File: src/sifm_pkg.sv
// sifm_pkg: constants for the shutter interlock and fault monitor.
// assumes a 100 MHz system clock and synchronous active-high reset.
package sifm_pkg;
	localparam int unsigned CLK_MHZ        = 100;
	// shutter travel allowance, in microseconds
	localparam int unsigned TRAVEL_US      = 500;
	localparam int unsigned TRAVEL_CYC     = TRAVEL_US * CLK_MHZ;
	// closed-position grace after a close request, in microseconds
	localparam int unsigned CLOSE_GRACE_US = 500;
	localparam int unsigned CLOSE_GRACE_CYC = CLOSE_GRACE_US * CLK_MHZ;
	localparam int unsigned SYNC_STAGES    = 2;
	localparam logic        FAULT_RST      = 1'b0;
	localparam logic        DRIVE_RST      = 1'b0;
	typedef enum logic [1:0] {
		SIFM_IDLE,
		SIFM_MOVING,
		SIFM_FAULT
	} sifm_state_t;
endpackage : sifm_pkg

File: src/sifm_sync.sv
// sifm_sync: two-flop synchroniser bank for asynchronous pin levels.
// assumes the inputs are quasi-static levels from outside the clock domain.
module sifm_sync
	import sifm_pkg::*;
#(
	parameter int unsigned WIDTH = 1
) (
	input  wire logic             i_clock,
	input  wire logic             i_sys_rst,
	input  wire logic [WIDTH-1:0] i_async,
	output logic      [WIDTH-1:0] o_sync
);
	initial begin
		if (WIDTH < 1) $error("sifm_sync: WIDTH must be at least 1");
	end
	logic [WIDTH-1:0] meta_q;
	logic [WIDTH-1:0] meta_d;
	logic [WIDTH-1:0] sync_q;
	logic [WIDTH-1:0] sync_d;
	// first stage feeds only the second stage
	always_comb begin
		meta_d = i_async;
		sync_d = meta_q;
	end
	always_ff @(posedge i_clock) begin
		if (i_sys_rst) begin
			meta_q <= '0;
			sync_q <= '0;
		end else begin
			meta_q <= meta_d;
			sync_q <= sync_d;
		end
	end
	assign o_sync = sync_q;
endmodule : sifm_sync

File: src/sifm_timer.sv
// sifm_timer: restartable down-counter that flags expiry.
// assumes i_start is a one-cycle pulse from logic on the same clock.
module sifm_timer
	import sifm_pkg::*;
#(
	parameter int unsigned COUNT = 50000
) (
	input  wire logic i_clock,
	input  wire logic i_sys_rst,
	input  wire logic i_start,
	input  wire logic i_run,
	output logic      o_expired
);
	localparam int unsigned W = $clog2(COUNT + 1);
	initial begin
		if (COUNT < 1) $error("sifm_timer: COUNT must be at least 1");
	end
	logic [W-1:0] cnt_q;
	logic [W-1:0] cnt_d;
	logic         exp_q;
	logic         exp_d;
	// counts only while running; stopping freezes and clears the flag
	always_comb begin
		cnt_d = cnt_q;
		exp_d = 1'b0;
		if (i_start) begin
			cnt_d = W'(COUNT);
		end else if (i_run) begin
			if (cnt_q != '0) begin
				cnt_d = cnt_q - W'(1);
			end
			exp_d = (cnt_q == W'(1)) || (cnt_q == '0);
		end
	end
	always_ff @(posedge i_clock) begin
		if (i_sys_rst) begin
			cnt_q <= '0;
			exp_q <= 1'b0;
		end else begin
			cnt_q <= cnt_d;
			exp_q <= exp_d;
		end
	end
	assign o_expired = exp_q;
endmodule : sifm_timer

File: src/sifm_top.sv
// sifm_top: shutter interlock, shutter position and latched fault monitor.
// assumes interlock loops, position sensors and command are pin levels,
// and each peripheral controller gives one over-temperature level.
// What this block does
// - closed status only when present, closed, unfaulted
// - open status only when present, open, unfaulted
// - shutter follows command level, high opens
// - travel timeout either way latches shutter fault
// - close requested but not sensed closed faults
// - shutter fault latches and shuts system down
// - any controller out of range flags over-temperature
// - over-temperature latches and shuts system down
// - open system loop drops interlock-good and the laser enable, not the shutter
// - shutter runs only when fitted and unfaulted; interlock never inhibits it
// - interlock-good flag gates laser operation
// - closed shutter loop means shutter fitted
module sifm_top
	import sifm_pkg::*;
#(
	parameter int unsigned N_TEMP          = 4,
	parameter int unsigned TRAVEL_COUNT    = TRAVEL_CYC,
	parameter int unsigned CLOSE_GRACE_CNT = CLOSE_GRACE_CYC
) (
	input  wire logic              i_clock,
	input  wire logic              i_sys_rst,
	input  wire logic              i_sys_loop_closed,
	input  wire logic              i_shut_loop_closed,
	input  wire logic              i_shut_cmd_open,
	input  wire logic              i_pos_open,
	input  wire logic              i_pos_closed,
	input  wire logic [N_TEMP-1:0] i_temp_out_of_range,
	input  wire logic              i_laser_enable_req,
	output logic                   o_shut_closed_stat,
	output logic                   o_shut_open_stat,
	output logic                   o_shut_fault,
	output logic                   o_over_temp_fault,
	output logic                   o_shut_drive_open,
	output logic                   o_shut_drive_en,
	output logic                   o_interlock_good,
	output logic                   o_laser_enable,
	output logic                   o_shutdown
);
	// elaboration checks: a zero count would expire before any move
	initial begin
		if (N_TEMP < 1) $error("sifm_top: N_TEMP must be at least 1");
		if (TRAVEL_COUNT < 1) $error("sifm_top: TRAVEL_COUNT too small");
		if (CLOSE_GRACE_CNT < 1) $error("sifm_top: CLOSE_GRACE_CNT too small");
	end

	// synchroniser bit map: 0 system loop, 1 shutter loop, 2 command,
	// 3 open sensor, 4 closed sensor, then one bit per temperature
	// controller; the bank resets low, so both loops read open until
	// the pins have been sampled twice after reset
	localparam int unsigned NS = 5 + N_TEMP;

	// every pin level except i_laser_enable_req passes the synchroniser before use
	logic [NS-1:0] pins_sync;
	sifm_sync #(
		.WIDTH(NS)
	) u_sync (
		.i_clock  (i_clock),
		.i_sys_rst(i_sys_rst),
		.i_async  ({i_temp_out_of_range, i_pos_closed, i_pos_open,
		            i_shut_cmd_open, i_shut_loop_closed,
		            i_sys_loop_closed}),
		.o_sync   (pins_sync)
	);

	logic              sys_loop;
	logic              shut_loop;
	logic              cmd_open;
	logic              pos_open;
	logic              pos_closed;
	logic [N_TEMP-1:0] temp_bad;
	// unpack the synchronised levels
	assign sys_loop   = pins_sync[0];
	assign shut_loop  = pins_sync[1];
	assign cmd_open   = pins_sync[2];
	assign pos_open   = pins_sync[3];
	assign pos_closed = pins_sync[4];
	assign temp_bad   = pins_sync[NS-1:5];

	// per-controller over-temperature flags, OR-reduced below
	// no per-controller latch: the shared latch is what the ports show
	logic [N_TEMP-1:0] temp_hit;
	genvar g;
	generate
		for (g = 0; g < N_TEMP; g++) begin : g_temp
			assign temp_hit[g] = temp_bad[g];
		end
	endgenerate

	// the shutter loop only marks the shutter fitted; the laser enable
	// below never reads it
	// loop closed means fitted
	logic present;
	assign present = shut_loop;

	// state for shutter supervision
	// tgt_q is the last accepted command; the drive pin follows it
	sifm_state_t st_q;
	sifm_state_t st_d;
	logic        tgt_q;
	logic        tgt_d;
	logic        shut_flt_q;
	logic        shut_flt_d;
	logic        ot_flt_q;
	logic        ot_flt_d;
	logic        trav_start;
	logic        grace_start;
	logic        trav_exp;
	logic        grace_exp;
	logic        at_target;
	logic        close_miss;

	// travel timer runs while the shutter is moving; a reversal reloads
	// it, so a controller that keeps reversing never trips the timeout
	sifm_timer #(
		.COUNT(TRAVEL_COUNT)
	) u_travel (
		.i_clock  (i_clock),
		.i_sys_rst(i_sys_rst),
		.i_start  (trav_start),
		.i_run    (st_q == SIFM_MOVING),
		.o_expired(trav_exp)
	);

	// grace timer: a close request not sensed closed, outside any move,
	// must persist this long; it debounces sensor chatter
	sifm_timer #(
		.COUNT(CLOSE_GRACE_CNT)
	) u_grace (
		.i_clock  (i_clock),
		.i_sys_rst(i_sys_rst),
		.i_start  (grace_start),
		.i_run    (close_miss),
		.o_expired(grace_exp)
	);

	// a move completes only on exactly one lit sensor; both lit is a broken
	// harness and is left to the travel timeout to catch
	assign at_target = tgt_q ? (pos_open && !pos_closed)
	                         : (pos_closed && !pos_open);
	assign close_miss = present && !cmd_open && !pos_closed
	                    && (st_q == SIFM_IDLE);
	// the rising edge of a miss reloads the grace timer, so a sensor
	// that chatters restarts the wait instead of adding up
	logic close_miss_q;
	logic close_miss_d;
	assign close_miss_d = close_miss;
	assign grace_start  = close_miss && !close_miss_q;

	// miss-edge register
	always_ff @(posedge i_clock) begin
		if (i_sys_rst) begin
			close_miss_q <= 1'b0;
		end else begin
			close_miss_q <= close_miss_d;
		end
	end

	// next-state logic for the shutter supervisor and fault latches
	always_comb begin
		st_d       = st_q;
		tgt_d      = tgt_q;
		trav_start = 1'b0;
		shut_flt_d = shut_flt_q;
		ot_flt_d   = ot_flt_q;
		if (|temp_hit) begin
			ot_flt_d = 1'b1;
		end
		case (st_q)
			SIFM_IDLE: begin
				if (present && (cmd_open != tgt_q)) begin
					tgt_d      = cmd_open;
					st_d       = SIFM_MOVING;
					trav_start = 1'b1;
				end else if (present && grace_exp && close_miss) begin
					// close not sensed
					// re-test the miss: the expiry flag lags it by one edge
					st_d       = SIFM_FAULT;
					shut_flt_d = 1'b1;
				end
			end
			SIFM_MOVING: begin
				if (!present) begin
					// loop opened mid-move: drop supervision, raise no fault
					st_d = SIFM_IDLE;
				end else if (at_target) begin
					// move done
					st_d = SIFM_IDLE;
				end else if (trav_exp) begin
					st_d       = SIFM_FAULT;
					shut_flt_d = 1'b1;
				end else if (cmd_open != tgt_q) begin
					// reversal restarts the travel allowance
					tgt_d      = cmd_open;
					trav_start = 1'b1;
				end
			end
			SIFM_FAULT: begin
				st_d = SIFM_FAULT;
			end
			default: begin
				st_d = SIFM_FAULT;
			end
		endcase
		if (shut_flt_q) begin
			shut_flt_d = 1'b1;
		end
	end

	// supervisor registers; reset leaves the shutter commanded closed
	always_ff @(posedge i_clock) begin
		if (i_sys_rst) begin
			st_q       <= SIFM_IDLE;
			tgt_q      <= DRIVE_RST;
			shut_flt_q <= FAULT_RST;
			ot_flt_q   <= FAULT_RST;
		end else begin
			st_q       <= st_d;
			tgt_q      <= tgt_d;
			shut_flt_q <= shut_flt_d;
			ot_flt_q   <= ot_flt_d;
		end
	end

	// registered outputs
	logic closed_stat_d;
	logic open_stat_d;
	logic drive_open_d;
	logic drive_en_d;
	logic ilk_good_d;
	logic laser_en_d;
	logic shutdown_d;
	logic any_fault;
	logic closed_stat_q;
	logic open_stat_q;
	logic drive_open_q;
	logic drive_en_q;
	logic ilk_good_q;
	logic laser_en_q;
	logic shutdown_q;

	// output decode; faults blank both position indications
	// the decode reads the next fault values, so the edge that latches a
	// fault also drops the status pins and the laser enable with it
	always_comb begin
		any_fault     = shut_flt_d || ot_flt_d;
		closed_stat_d = present && pos_closed && !pos_open && !any_fault;
		open_stat_d   = present && pos_open && !pos_closed && !any_fault;
		drive_en_d    = present && !any_fault;
		drive_open_d  = drive_en_d && tgt_d;
		ilk_good_d    = sys_loop;
		shutdown_d    = any_fault;
		laser_en_d    = ilk_good_d && !any_fault && i_laser_enable_req;
	end

	// output registers; every port except the two fault flags comes straight from one of these
	always_ff @(posedge i_clock) begin
		if (i_sys_rst) begin
			closed_stat_q <= 1'b0;
			open_stat_q   <= 1'b0;
			drive_open_q  <= DRIVE_RST;
			drive_en_q    <= 1'b0;
			ilk_good_q    <= 1'b0;
			laser_en_q    <= 1'b0;
			shutdown_q    <= 1'b0;
		end else begin
			closed_stat_q <= closed_stat_d;
			open_stat_q   <= open_stat_d;
			drive_open_q  <= drive_open_d;
			drive_en_q    <= drive_en_d;
			ilk_good_q    <= ilk_good_d;
			laser_en_q    <= laser_en_d;
			shutdown_q    <= shutdown_d;
		end
	end

	// ports are wired straight to flip-flops
	assign o_shut_closed_stat = closed_stat_q;
	assign o_shut_open_stat   = open_stat_q;
	assign o_shut_fault       = shut_flt_q;
	assign o_over_temp_fault  = ot_flt_q;
	assign o_shut_drive_open  = drive_open_q;
	assign o_shut_drive_en    = drive_en_q;
	assign o_interlock_good   = ilk_good_q;
	assign o_laser_enable     = laser_en_q;
	assign o_shutdown         = shutdown_q;
endmodule : sifm_top

File: config.mk
export PLATFORM = sky130hd
export DESIGN_NAME = sifm_top
export DESIGN_NICKNAME = d
export VERILOG_FILES = /design/src/sifm_pkg.sv /design/src/sifm_sync.sv /design/src/sifm_timer.sv /design/src/sifm_top.sv
export SDC_FILE = /design/constraint.sdc
export NUM_CORES = 1
export LEC_CHECK = 0
export BUFFER_PORTS_ARGS = -buffer_cell sky130_fd_sc_hd__buf_4
export CORE_ASPECT_RATIO = 1.25
export CORE_UTILIZATION = 35
export DETAILED_ROUTE_END_ITERATION = 7
export PLACE_DENSITY = 0.54
export REMOVE_ABC_BUFFERS = 1
export SLEW_MARGIN = 20
export SYNTH_ARGS = -nofsm -noshare
export SYNTH_HDL_FRONTEND = slang
export SYNTH_SLANG_ARGS = --single-unit
File: constraint.sdc
create_clock -name i_clock -period 3.6 [get_ports i_clock]
set_input_delay 0.18 -clock i_clock [delete_from_list [all_inputs] [get_ports i_clock]]
set_output_delay 0.18 -clock i_clock [all_outputs]
set_load 0.01 [all_outputs]
# --- After elaboration in Yosys (flattened, before gate mapping) ---
# Index checks and enable logic that the tools add are counted.
word_totals:
  register_bits: 65
  input_bits: 12
  out_inout_bits: 9
  word_cells: 109
op_classes:
  n_addsub: 2
  n_eq_ne: 6
  muxes: 33
  bitwise_logic: 2
  n_reduce_logical: 46
op_table:
  columns: ["cell", "n"]
  rows:
  - ["16-bit two-way mux", 6]
  - ["16-bit by 1-bit == test with 1-bit output (second input constant)", 2]
  - ["16-bit logical NOT", 2]
  - ["16-bit nonzero test", 2]
  - ["16-bit by 1-bit subtractor with 16-bit output (second input constant)", 2]
  - ["1-bit logical AND", 19]
  - ["1-bit two-way mux", 18]
  - ["2-bit two-way mux", 5]
  - ["2-bit AND reduction", 5]
  - ["2-bit nonzero test", 4]
  - ["1-bit one-hot mux with 2 select lines", 3]
  - ["3-bit OR reduction", 2]
  - ["1-bit logical NOT", 5]
  - ["4-bit inequality test (second input constant)", 1]
  - ["2-bit one-hot mux with 2 select lines", 1]
  - ["2-bit OR reduction", 2]
  - ["4-bit OR reduction", 1]
  - ["1-bit logical OR", 3]
  - ["3-bit by 1-bit inequality test with 1-bit output (second input constant)", 1]
  - ["2-bit by 1-bit == test with 1-bit output (second input constant)", 1]
  - ["2-bit logical NOT", 1]
  - ["1-bit inverter", 2]
  - ["1-bit inequality test", 1]

# --- Longest topological paths before layout ---
logic_depth:
  depth_word: 13
  ltp_mapped: 7
  mapped_depth_nobuf: 7

# --- Modules after synthesis ---
# From an unflattened synthesis, not the netlist that was laid out.
hier_totals:
  hier_cells: 317
  area_unflattened_um2: 2899.0
by_module_without_submodules:
  columns: ["module", "n_inst", "cells_per_inst", "area_per_inst_um2", "seq_area_each_um2"]
  rows:
  - ["sifm_timer", 2, 110, 925.9, 340.3]
  - ["sifm_top", 1, 60, 558.0, 260.2]
  - ["sifm_sync", 1, 37, 489.2, 360.3]

# --- Worst setup path after synthesis ---
# Ideal clock, no wire load.
synth_path:
  path_kind: "flip-flop to flip-flop"
  from: "reg st_q[0]"
  to: "reg u_grace.cnt_q[1]"
  setup_ps: 79
  arrival_ps: 1717
  required_time_ps: 3521
  path_slack_ps: 1804
  path_stages_with_launch: 7
  path_buffers: 1
  period_less_slack_ps: 1796
  cell_sequence: "dfxtp_1 buf_6 or4b_4 nor2_1 and2_2 nor2_1 a211oi_2"
synth_via:
  elab_chain_len: 4
  word_cells_on_any_way: 5
  classes_between: "reduce/logical (5)"
synth_lines:
  columns: ["item", "line", "rtl"]
  rows:
  - ["from (decl)", "sifm_top.sv:101", "sifm_state_t st_q;"]
  - ["from (signal assigned)", "sifm_top.sv:221", "st_q <= st_d;"]
  - ["2-bit logical NOT (*)", "sifm_top.sv:145", "&& (st_q == SIFM_IDLE);"]
  - ["1-bit logical AND (*)", "sifm_top.sv:145", null]
  - ["1-bit logical AND", "sifm_top.sv:151", "assign grace_start = close_miss && !close_miss_q;"]
  - ["2-bit OR reduction (no line)", null, null]
  - ["to (signal assigned)", "sifm_timer.sv:40", "cnt_q <= cnt_d;"]
  - ["to (decl)", "sifm_timer.sv:18", "logic [W-1:0] cnt_q;"]
# Every way passes the cells marked *; elsewhere a longest branch is shown, timed or not.
# A chain may end at the register's enable or synchronous reset.

# --- Worst setup path after layout ---
layout_path:
  from: "reg u_sync.sync_q[4] (netlist: u_sync.o_sync[4])"
  to: "reg u_travel.exp_q (netlist: u_travel.o_expired)"
layout_via:
  elab_chain_len: 7
  word_cells_on_any_way: 8
  classes_between: "mux (4); reduce/logical (4)"
layout_lines:
  columns: ["item", "line", "rtl"]
  rows:
  - ["from (decl)", "sifm_sync.sv:18", "logic [WIDTH-1:0] sync_q;"]
  - ["from (signal assigned)", "sifm_sync.sv:31", "sync_q <= sync_d;"]
  - ["1-bit logical NOT", "sifm_top.sv:142", "assign at_target = tgt_q ? (pos_open && !pos_closed)"]
  - ["1-bit logical AND", "sifm_top.sv:142", null]
  - ["1-bit two-way mux (*)", "sifm_top.sv:142", null]
  - ["1-bit two-way mux (*)", "sifm_top.sv:189", "end else if (at_target) begin"]
  - ["1-bit two-way mux (*)", "sifm_top.sv:186", "if (!present) begin"]
  - ["1-bit one-hot mux with 2 select lines (*)", "sifm_top.sv:172", "case (st_q)"]
  - ["3-bit OR reduction (no line) (*)", null, null]
  - ["to (signal assigned)", "sifm_timer.sv:41", "exp_q <= exp_d;"]
  - ["to (decl)", "sifm_timer.sv:20", "logic exp_q;"]
# Marks and branches as above.

==> impl_results.rst <==
.. list-table::
   :header-rows: 1

   * - Metric
     - Value
   * - Hold Violations, Final
     - 0
   * - Number of placement rows
     - 35
   * - Ratio of cells with drive above 1 in the final layout
     - 0.141
   * - Kind of critical path
     - reg2reg
   * - Count of placed standard cells in the final layout, fillers left out
     - 412
   * - Via count
     - 2049
   * - Flip-flop cell with the highest count after synthesis
     - sky130_fd_sc_hd__dfxtp_1
   * - DRC errors left
     - 0
   * - Ant. Diodes
     - 0
   * - Most frequent standard cell in the layout excluding fill and tap cells
     - sky130_fd_sc_hd__dfxtp_1
   * - Total global routing overflow
     - 0
   * - Core region area
     - 0.00749 mm^2
   * - Synth Instances
     - 294
   * - Final HPWL from detailed placement
     - 3480 um
   * - Fraction of registers with async set or reset after synthesis
     - 0
   * - Highest fanout seen on the critical path
     - 11
   * - Final #Nets
     - 332
   * - Leakage power of the design
     - 1.22 nW
   * - Vias per std cell
     - 4.97
   * - Cell at the root of the clock tree
     - sky130_fd_sc_hd__clkbuf_8
   * - Final antenna-violating net count
     - 0
   * - Outcome
     - finished, final reports clean
   * - Maximum count of clock buffers along a single path
     - 2
   * - Post-layout utilization of the core
     - 0.426
   * - Pin count of the biggest net entering global routing
     - 43
   * - Clock H-tree levels
     - 3
   * - Signed area change from the synthesized netlist to the final layout
     - 16.0%
   * - Initial DRC Count
     - 57
   * - Final estimated routing congestion in global placement
     - 0.831
   * - Min-Delay Path Depth
     - 2
   * - Pre-CTS worst setup slack
     - 1.51 ns
   * - Number of setup violations in the final report
     - 0
   * - Slew HR
     - 0.498
   * - Cell chain of the critical path
     - and3b_1 > o31a_1 > or3_1 > nand2b_1 > nor4_1
   * - Total wire length after detailed routing
     - 5060 um
   * - Slowest library cell on the worst path
     - sky130_fd_sc_hd__dfxtp_1
   * - TritonCTS clock tree
     - done
   * - Post-route clock period utilization
     - 0.586
   * - Capturing element type of the critical path
     - register
   * - Routed length per instance
     - 12.3 um
   * - Global-route wire length before repair
     - 8760 um
   * - Count of flip-flops with a built-in enable after synthesis
     - 0
   * - Achievable clock frequency
     - 474 MHz
   * - Peak per-stage delay on the critical path
     - 0.54 ns
   * - Leading area contributor after synthesis
     - sky130_fd_sc_hd__dfxtp_1
   * - Largest delay contributor family on the critical path
     - simple AND/OR/NAND/NOR gates
   * - Required time of the critical path
     - 3.82 ns
   * - Clk Latency, worst-skew pair
     - 0.35 ns
   * - Transition time at the pin with the least slew margin
     - 0.746 ns
   * - Synth Register Bits
     - 65
   * - Final Max Tran Viols
     - 0
   * - Number of cells on the worst reg-to-reg path
     - 5
   * - Average instance area after synthesis
     - 9.35 um^2
   * - Top-area cell type share of the netlist area
     - 0.474
   * - Initial Util
     - 0.367
   * - Signal arrival time at the worst endpoint
     - 2.32 ns
   * - Post-CTS repair timing setup buffer count
     - 0
   * - Sequential cell area fraction in the yosys report
     - 0.474
   * - Type of the tightest min-delay check
     - in2reg
   * - Accumulated negative setup slack
     - 0 ns
   * - Post-Route Skew
     - 0.00964 ns
   * - Antenna violations before repair
     - 0
   * - Width of the die
     - 81.3 um
   * - Max-cap viol count
     - 0
   * - Library cells used by synthesis
     - 49
   * - Port Buffer Count
     - 20
   * - Critical path buffers and inverters
     - 0
   * - Count of pins on the block boundary
     - 21
   * - Warning count from the yosys run
     - 0
   * - Min cycle time layout
     - 2.11 ns
   * - Count of placed standard cells including taps
     - 396
   * - Crit path setup slack, layout
     - 1.49 ns
   * - Length of the first detailed-routing pass in iterations
     - 4
   * - Die Y-Extent
     - 101 um
   * - Clk pin slew, worst setup/hold paths
     - 0.08 ns
   * - Stages on the worst setup path
     - 5
   * - Quantity of gates resized following cts
     - 0
   * - Total global-route track usage
     - 0.141
   * - Worst supply voltage drop on vdd
     - 0.306 mV
   * - Unrepaired setup endpoints after global routing
     - false
   * - Critical path startpoint category
     - register
   * - Die outline area
     - 0.00821 mm^2
   * - Num CTS Buffers
     - 9
   * - Top library cells by usage in the layout, fill and taps aside
     - 65 x sky130_fd_sc_hd__dfxtp_1, 41 x sky130_fd_sc_hd__nor2_1, 21 x sky130_fd_sc_hd__nor2b_1, 21 x sky130_fd_sc_hd__xor2_1, 20 x sky130_fd_sc_hd__buf_4
   * - Num Clock Sinks
     - 65
   * - Power density normalized to cell area
     - 511 mW/mm^2
   * - Overall power consumption
     - 0.00163 W
   * - Top post-synthesis cells by area
     - sky130_fd_sc_hd__dfxtp_1 47%, sky130_fd_sc_hd__xor2_1 6.7%, sky130_fd_sc_hd__nor2_1 5.6%
   * - Mapped cell area
     - 0.00275 mm^2
   * - Number of global-route vias before repair
     - 1919
   * - CTS Hold Bufs
     - 0
power by group:
group / internal [W] / switching, W / leakage, nW / total, W
combinational: 0.0000657 / 0.0000948 / 0.581 / 0.000160
clock: 0.000397 / 0.000304 / 0.114 / 0.000701
sequential: 0.000745 / 0.0000217 / 0.530 / 0.000767
synthesized netlist by cell type (all sizes together) (2+ instances only):
cell type	n
a211oi	3
a21oi	12
a221oi	3
a311oi	2
and2	5
buf	5
clkbuf	5
dfxtp	65
ha	5
inv	9
nand2	10
nand2b	5
nand3	10
nand3b	2
nand4	7
nand4b	3
nor2	41
nor2b	21
nor3	9
nor3b	3
nor4	14
o21ai	4
o31a	2
or3	3
or4	6
or4b	2
xnor2	5
xor2	21
state kept, by name, summed over array words and instances (netlist names):
register / cells
u_grace.cnt_q: 16
u_travel.cnt_q: 16
u_sync.meta_q: 9
u_sync.o_sync: 9
st_q: 2
close_miss_q: 1
o_interlock_good: 1
o_laser_enable: 1
o_over_temp_fault: 1
o_shut_closed_stat: 1
o_shut_drive_en: 1
o_shut_drive_open: 1
o_shut_fault: 1
o_shut_open_stat: 1
o_shutdown: 1
tgt_q: 1
u_grace.o_expired: 1
u_travel.o_expired: 1
stage by stage:
stage               instance area [um^2]  hold slack (ns)
floorplan                           2700            0.249
global placement                    2960            0.389
detailed placement                  2960            0.396
CTS                                 3190           0.0232
global route                        3190           0.0189
finish                              3190           0.0326
per-layer routing:
layer  vias up  track usage  share of wire
li1       1073            -              -
met1       940        0.181           0.50
met2        28        0.207           0.44
met3         8       0.0434          0.033
met4         0       0.0783          0.021
met5         -            0              0
path summary, 6_finish.rpt:
| check | slack (ns) | start | to |
|---|---|---|---|
| min reg2reg | 0.43 | u_sync.meta_q[0] | u_sync.o_sync[0] |
| max reg2reg | 1.49 | u_sync.o_sync[4] | u_travel.o_expired |
| min | 0.03 | i_temp_out_of_range[1] | u_sync.meta_q[6] |
| max | 1.49 | u_sync.o_sync[4] | u_travel.o_expired |
kinds of logic (layout without fill, tap and decap cells):
logic type      after synthesis  in the layout  synth area share
buf+inv                      19             45            0.0314
flops                        65             65             0.474
simple gates                147            147             0.308
compound gates               31             31            0.0779
mux                           1              1           0.00364
xor+xnor                     26             26            0.0829
fa+ha+maj                     5              5            0.0228
cell type report:
type / count / area (um^2)
tap: 92 / 115
fill: 774 / 4300
sequential: 65 / 1300
clock buffer: 9 / 124
clock inverter: 7 / 104
timing repair buffer: 20 / 150
inverter: 9 / 33.8
multi-input combinational: 210 / 1360
Power figures use the tool's default switching activity.
